**config.mk**
```make
export PLATFORM = sky130hd
export DESIGN_NAME = ppe_port
export DESIGN_NICKNAME = d
export VERILOG_FILES = /design/src/ppe_pkg.sv /design/src/ppe_port.sv
export VERILOG_INCLUDE_DIRS = /design/src /design/src/src
export SDC_FILE = /design/constraint.sdc
export NUM_CORES = 1
export LEC_CHECK = 0
export BUFFER_PORTS_ARGS = -buffer_cell sky130_fd_sc_hd__buf_4
export CORE_MARGIN = 5
export CORE_UTILIZATION = 40
export DETAILED_ROUTE_END_ITERATION = 8
export PLACE_DENSITY = 0.66
export SLEW_MARGIN = 20
export SYNTH_ARGS = -nofsm -noshare
export SYNTH_HDL_FRONTEND = slang
export SYNTH_SLANG_ARGS = --single-unit
```
**constraint.sdc**
```tcl
create_clock -name REF_CLK -period 3.6 [get_ports REF_CLK]
set_clock_uncertainty 0.2 [all_clocks]
set_input_delay 0.72 -clock REF_CLK [delete_from_list [all_inputs] [get_ports REF_CLK]]
set_output_delay 0.72 -clock REF_CLK [all_outputs]
set_load 0.005 [all_outputs]
```
**src/ppe_map.svh**
```systemverilog
// Operation
// offsets: data, status, control, address, four data
// enhanced ports answer only in enhanced mode
// data read returns the output latch
// status bit 7 is inverted busy pin
// status bit 6 is live acknowledge level
// status bits 5,4,3: paper, selected, fault
// status bits 2 and 1 read one
// bit 0 timeout flag, write one clears
// control bits 7 and 6 read one
// control bit 5 direction, zero in compatible mode
// bit 4 enables acknowledge rising-edge interrupt
// control bit 3 drives select-in active
// control bit 2 drives init, hold 50us
// control bit 1 drives auto line-feed
// host holds strobe and data 0.5us
// address write drives latched host data
// address read samples lines to host
// data ports run same data cycles
// direction, data and address strobes per cycle
// peripheral raises wait when transfer done
// init output returns peripheral to start
// peripheral interrupts on acknowledge input
// abort cycle after 10us without wait release
// newer variant waits for wait low first
// interrupt pends until host services it
`ifndef PPE_MAP_SVH
`define PPE_MAP_SVH
// register offsets on the three address bits
`define PPE_OFF_DATA 3'h0
`define PPE_OFF_STATUS 3'h1
`define PPE_OFF_CTRL 3'h2
`define PPE_OFF_EADDR 3'h3
`define PPE_OFF_EDATA0 3'h4
// control field positions
`define PPE_CT_STB 0
`define PPE_CT_AFD 1
`define PPE_CT_INIT 2
`define PPE_CT_SELECT_CTRL_BIT 3
`define PPE_CT_ACK_IRQ_ENABLE 4
`define PPE_CT_DIR 5
// reset values
`define PPE_CTRL_RST 8'hC4
`define PPE_DATA_RST 8'h00
`define PPE_UNMAPPED 8'hFF
// timing
`define PPE_CLK_NS 100
`define PPE_TMO_NS 10000
`define PPE_TMO_CYC ((`PPE_TMO_NS + `PPE_CLK_NS - 1) / `PPE_CLK_NS)
`endif

```
**src/ppe_pkg.sv**
```systemverilog
package ppe_pkg;
   // enhanced cycle engine states
   typedef enum logic [1:0] {
      PPE_IDLE = 2'b00,
      PPE_WLOW = 2'b01,
      PPE_STRB = 2'b10,
      PPE_END = 2'b11
   } ppe_state_t;
   // buffered request: {is_address, is_read, data}
   typedef logic [9:0] ppe_req_t;
endpackage : ppe_pkg

```
**src/ppe_port.sv**
```systemverilog
`timescale 1ns/1ns
`default_nettype none
`include "ppe_map.svh"
module ppe_port
   import ppe_pkg::*;
(
   // clock and reset
   input wire logic REF_CLK,
   input wire logic SRST,
   // host i/o access
   input wire logic [2:0] IO_ADDR,
   input wire logic IO_RD_N,
   input wire logic IO_WR_N,
   input wire logic [7:0] HOST_DATA_BUS_IN,
   output logic [7:0] HOST_DATA_BUS_OUT,
   output logic HOST_DATA_BUS_OE,
   output logic HOST_READY,
   output logic HOST_IRQ,
   // mode straps
   input wire logic EPP_MODE,
   input wire logic EPP_V19,
   // parallel data lines
   input wire logic [7:0] PARALLEL_DATA_LINES_IN,
   output logic [7:0] PARALLEL_DATA_LINES_OUT,
   output logic PARALLEL_DATA_LINES_OE,
   // peripheral control outputs
   output logic DATA_STROBE_OUT_N,
   output logic AUTO_LINEFEED_OUT_N,
   output logic PERIPHERAL_INIT_OUT_N,
   output logic SELECT_IN_OUT_N,
   // peripheral status inputs
   input wire logic ACKNOWLEDGE_IN_N,
   input wire logic BUSY_WAIT_IN,
   input wire logic PAPER_END_IN,
   input wire logic SELECTED_IN,
   input wire logic FAULT_IN_N
);

   localparam logic [6:0] TMO_LAST = 7'(`PPE_TMO_CYC);

   // host side registers
   logic [7:0] data_q, data_d;
   logic [7:0] ctrl_q, ctrl_d;
   logic [7:0] hout_q, hout_d;
   logic tmo_q, tmo_d;
   logic irq_q, irq_d;
   logic ack_q, ack_d;
   logic rd_q, rd_d;
   logic wr_q, wr_d;
   logic pend_q, pend_d;
   ppe_req_t pend_ent_q, pend_ent_d;
   logic rwait_q, rwait_d;
   // buffer
   ppe_req_t buf_q [2];
   ppe_req_t buf_d [2];
   logic wptr_q, wptr_d, rptr_q, rptr_d;
   logic [1:0] cnt_q, cnt_d;
   logic buf_push, buf_pop, buf_in_ready, buf_out_valid;
   // engine
   ppe_state_t st_q, st_d;
   logic [6:0] tcnt_q, tcnt_d;
   logic seen_q, seen_d;
   logic cur_addr_q, cur_addr_d, cur_read_q, cur_read_d;
   logic [7:0] cur_data_q, cur_data_d;
   logic [7:0] erd_q, erd_d;
   logic done_q, done_d;
   logic tmo_set;
   logic rd_lead, wr_lead, is_enh, stat_rd, stat_clr, ack_rise;
   logic [7:0] status_val, ctrl_rb;

   // offset classes shared by read and write decode
   function automatic logic enh_port(input logic [2:0] a);
      enh_port = (a >= `PPE_OFF_EADDR);
   endfunction : enh_port

   // strobe edges and status views
   assign rd_lead = rd_q && !IO_RD_N && HOST_READY;
   assign wr_lead = wr_q && !IO_WR_N && HOST_READY;
   assign is_enh = enh_port(IO_ADDR) && EPP_MODE;
   assign status_val = {!BUSY_WAIT_IN, ACKNOWLEDGE_IN_N, PAPER_END_IN, SELECTED_IN,
                        FAULT_IN_N, 2'b11, tmo_q && EPP_MODE}; // see R4 see R5 see R6
   assign ctrl_rb = {2'b11, ctrl_q[5:0]};
   assign stat_rd = rd_lead && (IO_ADDR == `PPE_OFF_STATUS);
   assign stat_clr = wr_lead && (IO_ADDR == `PPE_OFF_STATUS) && HOST_DATA_BUS_IN[0];
   assign ack_rise = ACKNOWLEDGE_IN_N && !ack_q;

   // host register decode and access tracking
   always_comb begin
      data_d = data_q;
      ctrl_d = ctrl_q;
      hout_d = hout_q;
      pend_d = pend_q && !buf_push;
      pend_ent_d = pend_ent_q;
      rwait_d = rwait_q;
      rd_d = IO_RD_N;
      wr_d = IO_WR_N;
      ack_d = ACKNOWLEDGE_IN_N;
      tmo_d = tmo_set || (tmo_q && !stat_clr);
      irq_d = (ack_rise && ctrl_q[`PPE_CT_ACK_IRQ_ENABLE]) || (irq_q && !stat_rd); // see R11
      if (wr_lead) begin
         if (IO_ADDR == `PPE_OFF_DATA) begin
            data_d = HOST_DATA_BUS_IN;
         end else if (IO_ADDR == `PPE_OFF_CTRL) begin
            ctrl_d = HOST_DATA_BUS_IN;
            ctrl_d[`PPE_CT_DIR] = HOST_DATA_BUS_IN[`PPE_CT_DIR] && EPP_MODE;
         end else if (is_enh) begin
            pend_d = 1'b1;
            pend_ent_d = {IO_ADDR == `PPE_OFF_EADDR, 1'b0, HOST_DATA_BUS_IN}; // see R16
         end
      end
      if (rd_lead) begin
         if (IO_ADDR == `PPE_OFF_DATA) begin
            hout_d = data_q;
         end else if (IO_ADDR == `PPE_OFF_STATUS) begin
            hout_d = status_val;
         end else if (IO_ADDR == `PPE_OFF_CTRL) begin
            hout_d = ctrl_rb;
         end else if (is_enh) begin
            pend_d = 1'b1;
            rwait_d = 1'b1;
            pend_ent_d = {IO_ADDR == `PPE_OFF_EADDR, 1'b1, 8'h00}; // see R17
         end else begin
            hout_d = `PPE_UNMAPPED;
         end
      end
      if (done_q && cur_read_q) begin
         hout_d = erd_q;
         rwait_d = 1'b0;
      end
   end

   // host side registers
   always_ff @(posedge REF_CLK) begin
      if (SRST) begin
         data_q <= `PPE_DATA_RST;
         ctrl_q <= `PPE_CTRL_RST;
         hout_q <= 8'h00;
         tmo_q <= 1'b0;
         irq_q <= 1'b0;
         ack_q <= 1'b1;
         rd_q <= 1'b1;
         wr_q <= 1'b1;
         pend_q <= 1'b0;
         pend_ent_q <= 10'h000;
         rwait_q <= 1'b0;
      end else begin
         data_q <= data_d;
         ctrl_q <= ctrl_d;
         hout_q <= hout_d;
         tmo_q <= tmo_d;
         irq_q <= irq_d;
         ack_q <= ack_d;
         rd_q <= rd_d;
         wr_q <= wr_d;
         pend_q <= pend_d;
         pend_ent_q <= pend_ent_d;
         rwait_q <= rwait_d;
      end
   end

   // two-entry request buffer
   assign buf_in_ready = (cnt_q != 2'h2);
   assign buf_out_valid = (cnt_q != 2'h0);
   assign buf_push = pend_q && buf_in_ready;
   assign buf_pop = buf_out_valid && (st_q == PPE_IDLE) && EPP_MODE;
   always_comb begin
      buf_d = buf_q;
      wptr_d = wptr_q ^ buf_push;
      rptr_d = rptr_q ^ buf_pop;
      cnt_d = cnt_q + 2'(buf_push) - 2'(buf_pop);
      if (buf_push) begin
         buf_d[wptr_q] = pend_ent_q;
      end
   end

   // buffer registers
   always_ff @(posedge REF_CLK) begin
      if (SRST) begin
         buf_q[0] <= 10'h000;
         buf_q[1] <= 10'h000;
         wptr_q <= 1'b0;
         rptr_q <= 1'b0;
         cnt_q <= 2'h0;
      end else begin
         buf_q <= buf_d;
         wptr_q <= wptr_d;
         rptr_q <= rptr_d;
         cnt_q <= cnt_d;
      end
   end

   // enhanced cycle engine with watchdog
   always_comb begin
      st_d = st_q;
      tcnt_d = tcnt_q;
      seen_d = seen_q;
      cur_addr_d = cur_addr_q;
      cur_read_d = cur_read_q;
      cur_data_d = cur_data_q;
      erd_d = erd_q;
      done_d = 1'b0;
      tmo_set = 1'b0;
      case (st_q)
         PPE_IDLE: begin
            tcnt_d = 7'h00;
            seen_d = 1'b0;
            if (buf_pop) begin
               {cur_addr_d, cur_read_d, cur_data_d} = buf_q[rptr_q];
               st_d = (EPP_V19 && BUSY_WAIT_IN) ? PPE_WLOW : PPE_STRB;
            end
         end
         PPE_WLOW: begin
            tcnt_d = tcnt_q + 7'h01;
            if (!BUSY_WAIT_IN) begin
               st_d = PPE_STRB;
               seen_d = 1'b1;
            end
         end
         PPE_STRB: begin
            tcnt_d = tcnt_q + 7'h01;
            seen_d = seen_q || !BUSY_WAIT_IN;
            if (BUSY_WAIT_IN && seen_q) begin
               st_d = PPE_END;
               erd_d = PARALLEL_DATA_LINES_IN; // see R17
            end
         end
         PPE_END: begin
            st_d = PPE_IDLE;
            done_d = 1'b1;
         end
         default: begin
            st_d = PPE_IDLE;
         end
      endcase
      if ((st_q == PPE_WLOW || st_q == PPE_STRB) && tcnt_q == TMO_LAST) begin
         st_d = PPE_IDLE;
         tmo_set = 1'b1;
         done_d = 1'b1;
         erd_d = PARALLEL_DATA_LINES_IN;
      end
   end

   // engine registers
   always_ff @(posedge REF_CLK) begin
      if (SRST) begin
         st_q <= PPE_IDLE;
         tcnt_q <= 7'h00;
         seen_q <= 1'b0;
         cur_addr_q <= 1'b0;
         cur_read_q <= 1'b0;
         cur_data_q <= 8'h00;
         erd_q <= 8'h00;
         done_q <= 1'b0;
      end else begin
         st_q <= st_d;
         tcnt_q <= tcnt_d;
         seen_q <= seen_d;
         cur_addr_q <= cur_addr_d;
         cur_read_q <= cur_read_d;
         cur_data_q <= cur_data_d;
         erd_q <= erd_d;
         done_q <= done_d;
      end
   end

   // host bus outputs
   assign HOST_DATA_BUS_OUT = hout_q;
   assign HOST_DATA_BUS_OE = !IO_RD_N;
   assign HOST_READY = !pend_q && !rwait_q;
   assign HOST_IRQ = irq_q;

   // pin drive: engine owns pins during a cycle, control and data latches otherwise
   always_comb begin
      if (st_q != PPE_IDLE) begin
         DATA_STROBE_OUT_N = cur_read_q;
         AUTO_LINEFEED_OUT_N = !(st_q == PPE_STRB && !cur_addr_q);
         SELECT_IN_OUT_N = !(st_q == PPE_STRB && cur_addr_q);
         PARALLEL_DATA_LINES_OUT = cur_data_q; // see R16
         PARALLEL_DATA_LINES_OE = !cur_read_q;
      end else begin
         DATA_STROBE_OUT_N = !ctrl_q[`PPE_CT_STB];
         AUTO_LINEFEED_OUT_N = !ctrl_q[`PPE_CT_AFD];
         SELECT_IN_OUT_N = !ctrl_q[`PPE_CT_SELECT_CTRL_BIT];
         PARALLEL_DATA_LINES_OUT = data_q;
         PARALLEL_DATA_LINES_OE = !EPP_MODE || !ctrl_q[`PPE_CT_DIR];
      end
   end
   assign PERIPHERAL_INIT_OUT_N = ctrl_q[`PPE_CT_INIT]; // see R13
endmodule : ppe_port
`default_nettype wire

```
==> results of run 1 <==
-- worst paths after layout --
| path | end | slack, ps | cells after the start |
|---|---|---|---|
| hold / removal | ctrl_q[5]$_SDFFE_PP0P_ | 270 | 2 |
| setup reg to reg | cnt_q[1]$_SDFF_PP0_ | 980 | 10 |
| hold reg to reg | ctrl_q[5]$_SDFFE_PP0P_ | 270 | 2 |
| setup / recovery | SELECT_IN_OUT_N | 520 | 6 |
-- layout make-up --
| cell class | count | area (sq um) |
|---|---|---|
| multi-input combinational | 296 | 2090 |
| clock inverter | 6 | 71.3 |
| tap | 133 | 166 |
| timing repair buffer | 55 | 413 |
| fill | 950 | 5110 |
| inverter | 13 | 48.8 |
| clock buffer | 10 | 128 |
| sequential | 92 | 1840 |
-- through the flow --
step / cells / total power (W) / hold slack [ps]
final: 605 / 0.00232 / 269
after global routing: 605 / 0.00244 / 300
after CTS: 605 / 0.00234 / 272
after detailed placement: 589 / 0.00164 / 250
after global placement: 589 / 0.00163 / 239
after floorplan: 425 / 0.00148 / 219
-- power breakdown --
group | switching, W | total [W] | internal, W
Sequential | 0.0000699 | 0.00115 | 0.00108
Clock | 0.000376 | 0.000703 | 0.000327
Combinational | 0.000245 | 0.000461 | 0.000216
-- registers in the layout (all words and copies together) (netlist names), 2 cells and up --
| register | count |
|---|---|
| cnt_q | 2 |
| erd_q | 8 |
| ctrl_q | 6 |
| pend_ent_q | 10 |
| buf_q | 20 |
| tcnt_q | 7 |
| st_q | 2 |
| data_q | 8 |
| cur_data_q | 8 |
| HOST_DATA_BUS_OUT | 8 |
-- critical path, cell delays in order, from the launching register on --
cell,delay (ps)
dfxtp_1,370
inv_1,100
ha_1,590
inv_1,210
and3_1,250
a21oi_1,140
buf_4,140
-- kinds of logic (layout without fill, tap and decap cells) --
kind of cell	after synthesis	count (layout)	share of synthesized area, %
buf+inv	37	84	3.59
xor+xnor	9	9	1.93
mux	77	77	19.3
flops	92	92	45.2
fa+ha+maj	11	11	3.38
simple gates	146	146	17.0
compound gates	53	53	9.64
-- cell usage in the layout, fill, tap and decap left out, types with 2 or more instances in the layout --
master      netlist  layout
nor2b_1           2       2
mux2i_1          65      65
inv_6             0       2
or2_2             3       3
a2bb2oi_1         2       2
ha_1             11      11
nand3_1          11      11
mux2_2           12      12
nand3b_1          2       2
o221a_1           2       2
nor3_1            8       8
nand2b_1          3       3
a31oi_1           2       2
clkbuf_8          0       9
a211oi_1         13      13
a21oi_1          13      13
and3_1            2       2
xnor2_1           3       3
nand2_1          13      13
o22a_1            3       3
buf_4             1      55
nor2_1           87      87
o41ai_1           2       2
dfxtp_1          92      92
nor4_1            4       4
inv_1            13      13
clkinvlp_4        0       2
xor2_1            6       6
o21ai_0           6       6
-- metal layers --
| layer | GRT usage [%] | wire length (um) |
|---|---|---|
| met5 | 0 | 0 |
| met1 | 20.5 | 4450 |
| met4 | 6.24 | 211 |
| met2 | 25.7 | 4570 |
| met3 | 3.60 | 489 |
==> summary.md, run 1 <==
| Metric | Value |
|---|---|
| Status | `finished clean` |
| Htree depth | `3` |
| Area leader, netlist | `dfxtp_1` |
| CP Launch Point | `st_q[1]$_SDFFE_PP0P_` |
| Worst Path Max Fanout | `17` |
| Post-route ant nets | `0` |
| FMAX | `0.324 GHz` |
| Period utilisation layout | `85.7%` |
| Maxcap violations | `0` |
| Worst-Margin Slew | `785 ps` |
| Post-Route Utilization | `48.2%` |
| All-Layer GR Usage | `15.9%` |
| Antenna diodes | `0` |
| Die span in y | `111 um` |
| Core area | `9860 sq um` |
| Die X-Extent | `111 um` |
| Share of layout cells above drive strength 1 | `19.5%` |
| Area of the die | `12300 sq um` |
| Num CTS Buffers | `9` |
| Distinct cells, synth | `50` |
| DP Area | `4560 sq um` |
| Count leader, synth | `dfxtp_1` |
| CP Capture Type | `output port` |
| Final HPWL DP | `6900 um` |
| # DRC | `0` |
| CP startpoint kind | `flop` |
| Via-to-Cell Ratio | `5.20` |
| Final Cell Area | `4750 sq um` |
| Final Hold Viols | `0` |
| First-pass GRT wire length | `15900 um` |
| CP Class | `reg2out` |
| R2R Path Start | `st_q[1]$_SDFFE_PP0P_` |
| Cts repair resizes | `0` |
| Via Count | `3146` |
| Cts-stage hold buffer count | `0` |
| Row count | `36` |
| Drt pass-1 iters | `4` |
| Synth Net Count | `466` |
| Post-synth EDFFs | `0` |
| Mean Syn Cell Area | `9.59 sq um` |
| Final Wtd Congestion | `0.829` |
| Minimum clock period after layout | `3080 ps` |
| Buffers on Ports | `53` |
| Fraction of registers with async set or reset after synthesis | `0%` |
| WP data required | `2680 ps` |
| Ys flop type | `dfxtp_1` |
| RSZ-0062 raised after global routing | `false` |
| Worst-path clk slew | `90 ps` |
| Layout Nets | `508` |
| Mapped Area | `4070 sq um` |
| Register area share after synthesis | `45.2%` |
| Commonest cells post-synth | `92 x dfxtp_1, 87 x nor2_1, 65 x mux2i_1` |
| Largest net degree at the start of global routing | `75` |
| Final Slew Violations | `0` |
| Initial DRC count | `223` |
| Clk sinks | `92` |
| Vias in the first global route | `3204` |
| Post-synth top area share | `45.2%` |
| Drt total wl | `9730 um` |
| Largest cells by area after synthesis | `dfxtp_1 45%, mux2i_1 16%, nor2_1 8.0%` |
| Post-CTS setup buffer count | `0` |
| Endpoints failing setup | `0` |
| Setup WS post-layout | `516 ps` |
| Synth warn | `0` |
| Initial Util | `41.3%` |
| Ports | `54` |
| Hold Crit Class | `reg2reg` |
| Setup_tns | `0 ps` |
| P per Cell Area | `488 nW/um^2` |
| Cells after Synth | `425` |
| Synth-to-Final Area Change | `16.7%` |
| CTS tree | `done` |
| Worst VDD drop | `0.201 mV` |
| Congestion Overflow GR | `0` |
| Relative slew slack | `47.7%` |
| Initial antenna violation count | `0` |
| Static leakage | `1.91 nW` |
| Clock Tree Buf Depth | `2` |
| Pre-CTS setup slack | `867 ps` |
| Skew-Pair Late Insertion Delay | `360 ps` |
| Yosys reg bits | `92` |
| Critical Path AT | `2160 ps` |
| Clock root cell | `clkbuf_8` |
| Min-delay src | `ctrl_q[5]$_SDFFE_PP0P_` |
| Wire per inst | `16.1 um` |
No activity file was read; power rests on OpenSTA's default activity.
==> inputs of run 2 (changes only) <==
PLACE_DENSITY = default   (was 0.66)
==> summary.md, run 2 (same netlist as run 1, synthesis figures left out) <==
| Metric | Value |
|---|---|
| Initial Util | `41.3% (unchanged)` |
| CP startpoint kind | `flop` |
| DP Area | `4560 sq um (unchanged)` |
| Status | `finished clean` |
| Static leakage | `1.92 nW (+0.53%)` |
| Row count | `36 (unchanged)` |
| Initial antenna violation count | `0 (unchanged)` |
| Sequential power share | `49.1% (-0.7 points)` |
| CTS tree | `done` |
| Post-CTS setup buffer count | `0 (unchanged)` |
| Htree depth | `3 (unchanged)` |
| Layout Nets | `508 (unchanged)` |
| Final HPWL DP | `6910 um (+0.11%)` |
| Clk sinks | `92 (unchanged)` |
| Core area | `9860 sq um (unchanged)` |
| Hold Crit Class | `reg2reg` |
| Clock Tree Buf Depth | `2 (unchanged)` |
| Worst Path Max Fanout | `17 (unchanged)` |
| P_sw | `0.000687 W (-0.59%)` |
| Die span in y | `111 um (unchanged)` |
| FMAX | `0.328 GHz (+1.1%)` |
| Initial DRC count | `194 (-13%)` |
| Num CTS Buffers | `9 (unchanged)` |
| Endpoints failing setup | `0 (unchanged)` |
| Cts-stage hold buffer count | `0 (unchanged)` |
| Most common cell after layout, fill and taps aside | `dfxtp_1` |
| Congestion Overflow GR | `0 (unchanged)` |
| P per Cell Area | `494 nW/um^2 (+1.2%)` |
| Clock root cell | `clkbuf_8` |
| Minimum clock period after layout | `3050 ps (-32.3 ps)` |
| Cells after DPL | `589 (unchanged)` |
| Setup_tns | `0 ps (unchanged)` |
| Drt pass-1 iters | `4 (unchanged)` |
| Die X-Extent | `111 um (unchanged)` |
| Largest net degree at the start of global routing | `75 (unchanged)` |
| Critical Path AT | `2130 ps (-30 ps)` |
| Worst VDD drop | `0.213 mV (+6.3%)` |
| Regs by FF count | `buf_q (20), pend_ent_q (10)` |
| Setup WS post-layout | `549 ps (+32.3 ps)` |
| Antenna diodes | `0 (unchanged)` |
| Relative slew slack | `48.1% (+0.44 points)` |
| Pre-CTS setup slack | `936 ps (+69.0 ps)` |
| Final Cell Area | `4770 sq um (+0.24%)` |
| Synth-to-Final Area Change | `17.0%` |
| RSZ-0062 raised after global routing | `false` |
| First-pass GRT wire length | `16300 um (+3.0%)` |
| Final Hold Viols | `0 (unchanged)` |
| Drt total wl | `9700 um (-0.28%)` |
| Post-route ant nets | `0 (unchanged)` |
| All-Layer GR Usage | `16.4% (+0.48 points)` |
| Max FFs per register | `20 (unchanged)` |
| Biggest register | `buf_q` |
| WP data required | `2680 ps (about the same)` |
| Worst-path clk slew | `90 ps (about the same)` |
| Area of the die | `12300 sq um (unchanged)` |
| Via Count | `3159 (+0.41%)` |
| Switching Fraction | `29.2% (-0.60 points)` |
| Final hold slack | `262 ps (-7.85 ps)` |
| Ports | `54 (unchanged)` |
| Int Pwr | `0.00167 W (+2.3%)` |
| Final non-filler cell total | `605 (unchanged)` |
| Final Wtd Congestion | `0.824 (-0.69%)` |
| Clock share of power | `31.3% (+1.0 points)` |
| Worst-Margin Slew | `775 ps (-9.19 ps)` |
| Buffers on Ports | `53 (unchanged)` |
| Maxcap violations | `0 (unchanged)` |
| Via-to-Cell Ratio | `5.22 (+0.41%)` |
| Share of layout cells above drive strength 1 | `19.5% (unchanged)` |
| Combinational Power Share | `19.6% (-0.3 points)` |
| # DRC | `0 (unchanged)` |
| Most frequent cells in the layout | `92 x dfxtp_1, 87 x nor2_1, 65 x mux2i_1, 55 x buf_4` |
| Vias in the first global route | `3157 (-1.5%)` |
| CP Class | `reg2out` |
| Final Slew Violations | `0 (unchanged)` |
| FILL cells | `953 (+0.32%)` |
| Period utilisation layout | `84.8% (-0.90 points)` |
| Wire per inst | `16.0 um (-0.28%)` |
| CP Capture Type | `output port` |
| Skew-Pair Late Insertion Delay | `360 ps (about the same)` |
| Cts repair resizes | `0 (unchanged)` |
==> run 2: cell type report <==
cell class	instances	area (sq um)	area share (%)
clock inverter	4	55.1	1.16
clock buffer	12	155	3.26
multi-input combinational	296	2090	43.8
timing repair buffer	55	413	8.66
sequential	92	1840	38.6
inverter	13	48.8	1.02
tap	133	166	3.49
==> run 2: routing by layer <==
metal  vias to the layer above  GRT usage [%]  share of wire, %
met5                         -              0                 0
met4                         0           5.50               1.1
met3                        10           3.98               4.5
met2                        64           24.7                46
met1                      1515           22.9                49
li1                       1570              -                 -
==> run 2: through the flow <==
| step | power, W | util (%) |
|---|---|---|
| floorplan | 0.00148 | - |
| global placement | 0.00163 | 46.2 |
| detailed placement | 0.00164 | 46.2 |
| CTS | 0.00237 | 48.3 |
| global route | 0.00248 | 48.3 |
| finish | 0.00235 | 48.3 |
==> run 2: worst paths after layout <==
check	start	to	slack, ps	cells after the start
setup / recovery	st_q[0]$_SDFFE_PP0P_	SELECT_IN_OUT_N	550	6
hold / removal	erd_q[0]$_SDFFE_PP0P_	HOST_DATA_BUS_OUT[0]$_SDFFE_PP0P_	260	2
setup reg to reg	st_q[0]$_SDFFE_PP0P_	cnt_q[1]$_SDFF_PP0_	980	10
hold reg to reg	erd_q[0]$_SDFFE_PP0P_	HOST_DATA_BUS_OUT[0]$_SDFFE_PP0P_	260	2
==> run 2: power by group through the flow <==
stage / clock network [W] / logic (W) / registers, W
final: 0.000737 / 0.000460 / 0.00115
after global routing: 0.000803 / 0.000514 / 0.00117
after CTS: 0.000753 / 0.000464 / 0.00116
after detailed placement: 0 / 0.000462 / 0.00118
after global placement: 0 / 0.000454 / 0.00118
after floorplan: 0 / 0.000331 / 0.00115
==> run 2: critical path, stage by stage (launching register included) <==
cell,delay [ps]
dfxtp_1,360
inv_1,100
ha_1,620
inv_1,200
and3_1,240
a21oi_1,130
buf_4,130
==> inputs of run 3 (changes only) <==
ABC_AREA = 1   (was default)
clock period = 2.98 ns   (was 3.6 ns; I/O delays follow)
==> summary.md, run 3 <==
| Metric | Value |
|---|---|
| Critical-path cell list | `inv_1 -> ha_2 -> inv_2 -> nand2_1 -> inv_1 -> a22oi_1 -> buf_4` |
| Post-route ant nets | `0 (unchanged)` |
| Htree depth | `3 (unchanged)` |
| Switching Fraction | `31.7% (+2.5 points)` |
| Via-to-Cell Ratio | `5.02 (-3.8%)` |
| Wire per inst | `14.6 um (-8.8%)` |
| All-Layer GR Usage | `18.1% (+1.7 points)` |
| Initial Util | `41.0% (-0.34 points)` |
| Period utilisation layout | `89.1%` |
| Final Wtd Congestion | `0.877 (+6.5%)` |
| CP Launch Point | `st_q[0]$_SDFFE_PP0P_` |
| Count leader, synth | `nand2_1` |
| Multi-input gate area | `1990 sq um (-4.4%)` |
| Sequential Area | `1840 sq um (unchanged)` |
| Core area | `10300 sq um (+4.2%)` |
| Endpoints failing setup | `0 (unchanged)` |
| Initial antenna violation count | `0 (unchanged)` |
| Status | `finished clean` |
| Crit path buf inv count | `4 (+1)` |
| Critical Path AT | `1860 ps (-270 ps)` |
| Register area share after synthesis | `43.8% (-1.5 points)` |
| Row count | `37 (+2.8%)` |
| Relative slew slack | `53.9% (+5.8 points)` |
| Fraction of registers with async set or reset after synthesis | `0% (unchanged)` |
| Cell seen most often among critical-path stages | `inv_1` |
| Commonest cells post-synth | `111 x nand2_1, 92 x dfxtp_1, 85 x nor2_1` |
| Most frequent cells in the layout | `111 x nand2_1, 92 x dfxtp_1, 85 x nor2_1, 57 x buf_4, 56 x o21ai_0` |
| Post-synth top area share | `43.8% (-1.5 points)` |
| P per Cell Area | `616 nW/um^2 (+25%)` |
| Final Cell Area | `4910 sq um (+3.1%)` |
| Final Hold Viols | `0 (unchanged)` |
| Flop2flop setup slack | `670 ps (-310 ps)` |
| Slowest CP cell | `ha_2` |
| Crit-path leading delay family | `buffers and inverters` |
| Hold Path Depth | `3 (+1)` |
| R2R Path Start | `st_q[0]$_SDFFE_PP0P_` |
| Biggest register | `buf_q` |
| Largest cells by area after synthesis | `dfxtp_1 44%, nand2_1 9.9%, nor2_1 7.6%` |
| CP Capture Type | `output port` |
| FMAX | `0.377 GHz` |
| Final Slew Violations | `0 (unchanged)` |
| Reg2reg end | `cnt_q[1]$_SDFF_PP0_` |
| Post-synth EDFFs | `0 (unchanged)` |
| Sequential power share | `48.3% (-0.8 points)` |
| Hold Crit Class | `in2reg` |
| Drt total wl | `11200 um (+15%)` |
| Cells after Synth | `579 (+36%)` |
| Static leakage | `2.18 nW (+13%)` |
| Drt pass-1 iters | `4 (unchanged)` |
| Buffers on Ports | `53 (unchanged)` |
| Combinational Power Share | `20.4% (+0.8 points)` |
| Regs by FF count | `buf_q (20), pend_ent_q (10)` |
| Mapped Area | `4210 sq um (+3.3%)` |
| CP startpoint kind | `flop` |
| Antenna diodes | `0 (unchanged)` |
| Min-delay src | `IO_WR_N` |
| Largest net degree at the start of global routing | `47 (-37%)` |
| Ys flop type | `dfxtp_1` |
| # DRC | `0 (unchanged)` |
| RSZ-0062 raised after global routing | `false` |
| Synth warn | `0 (unchanged)` |
| Share of layout cells above drive strength 1 | `16.7% (-2.8 points)` |
| Final HPWL DP | `8000 um (+16%)` |
| Max FFs per register | `20 (unchanged)` |
| Die X-Extent | `113 um (+1.5%)` |
| Int Pwr | `0.00207 W (+24%)` |
| Initial DRC count | `216 (+11%)` |
| Yosys reg bits | `92 (unchanged)` |
| FF-to-FF path depth | `10 (unchanged)` |
| CP Class | `reg2out` |
| Distinct cells, synth | `37 (-26%)` |
| FILL cells | `1065 (+12%)` |
| Setup_tns | `0 ps (unchanged)` |
| Area of the die | `12700 sq um (+3.0%)` |
| Die span in y | `113 um (+1.5%)` |
| Worst VDD drop | `0.273 mV (+28%)` |
| Ports | `54 (unchanged)` |
| Num CTS Buffers | `9 (unchanged)` |
| Most common cell after layout, fill and taps aside | `nand2_1` |
| CTS tree | `done` |
| First-pass GRT wire length | `18700 um (+14%)` |
| Clk sinks | `92 (unchanged)` |
| Congestion Overflow GR | `0 (unchanged)` |
| Cts repair resizes | `0 (unchanged)` |
| Worst Path Max Fanout | `17 (unchanged)` |
| WP data required | `2180 ps (-500 ps)` |
| Worst-Margin Slew | `690 ps (-85.3 ps)` |
| Maxcap violations | `0 (unchanged)` |
| Worst Hold End | `wr_q$_SDFF_PP1_` |
| Max stage delay on crit path | `380 ps (-240 ps)` |
| Post-CTS setup buffer count | `0 (unchanged)` |
| Skew-Pair Late Insertion Delay | `360 ps (about the same)` |
| P_sw | `0.000958 W (+40%)` |
| DP Area | `4690 sq um (+2.9%)` |
| Cts-stage hold buffer count | `0 (unchanged)` |
| Area leader, netlist | `dfxtp_1` |
| Minimum clock period after layout | `2650 ps` |
| Via Count | `3842 (+22%)` |
| Vias in the first global route | `3688 (+17%)` |
| Clock Tree Buf Depth | `2 (unchanged)` |
| Clock share of power | `31.3% (about the same)` |
| Worst-path clk slew | `100 ps (about the same)` |
| Layout Nets | `666 (+31%)` |
| Synth Net Count | `620 (+33%)` |
| Mean Syn Cell Area | `7.27 sq um (-24%)` |
| Clock root cell | `clkbuf_8` |
| Synth-to-Final Area Change | `16.7%` |
==> run 3: per-layer routing <==
layer / vias up / GRT usage, % / share of wire [%]
li1: 1965 / - / -
met4: 0 / 4.01 / 1.2
met3: 10 / 4.26 / 4.7
met5: - / 0 / 0
met1: 1790 / 24.3 / 48
met2: 77 / 29.5 / 46
==> run 3: kinds of logic (layout without fill, tap and decap cells) <==
logic type | Yosys count | in the layout | share of synthesized area, %
XOR/XNOR | 1 | 1 | 0.208
flip-flops | 92 | 92 | 43.8
AO/OA/AOI/OAI | 139 | 139 | 18.0
AND/OR/NAND/NOR | 248 | 248 | 25.9
adder cells (fa/ha/maj) | 11 | 11 | 3.27
buffers and inverters | 88 | 138 | 8.92
==> run 3: final cells by class <==
class                   instances  area share [%]
clock buffers                   9            2.52
clock inverters                 6            1.96
flip-flops and latches         92            37.5
inverters                      66            5.25
repair buffers                 57            8.71
well taps                     136            3.46
multi-input cells             399            40.6
==> run 3: per-stage QoR <==
stage	total power, W	std cells	util [%]	worst slack (ps)	hold slack, ps
global placement	0.00208	750	45.6	580	236
CTS	0.00304	765	47.8	75.9	210
detailed placement	0.00210	750	45.6	463	238
global route	0.00320	765	47.8	142	234
finish	0.00303	765	47.8	326	219
floorplan	0.00187	579	-	829	224
==> run 3: worst max-delay path by stage <==
stage                          endpoint  slack (ps)  cells past startpoint
floorplan           cnt_q[1]$_SDFF_PP0_         830                     12
global placement    cnt_q[1]$_SDFF_PP0_         580                     10
detailed placement  cnt_q[1]$_SDFF_PP0_         460                     10
CTS                     SELECT_IN_OUT_N          80                      7
global route            SELECT_IN_OUT_N         140                      7
finish                  SELECT_IN_OUT_N         330                      7
==> run 3: worst reg2reg max path: stages, from the launching register on <==
cell	delay, ps
dfxtp_1	370
inv_1	100
ha_2	380
inv_2	200
nor2_2	160
ha_1	240
inv_1	60
ha_1	140
xor2_1	180
o21ai_0	90
a21oi_1	140
==> run 3: power groups by stage <==
| stage | clock, W | sequential, W | combinational, W |
|---|---|---|---|
| 2_1_floorplan | 0 | 0.00144 | 0.000429 |
| 3_3_place_gp | 0 | 0.00148 | 0.000596 |
| 6_report | 0.000946 | 0.00146 | 0.000617 |
| 4_1_cts | 0.000966 | 0.00146 | 0.000614 |
| 5_1_grt | 0.00102 | 0.00148 | 0.000700 |
| 3_5_place_dp | 0 | 0.00149 | 0.000609 |
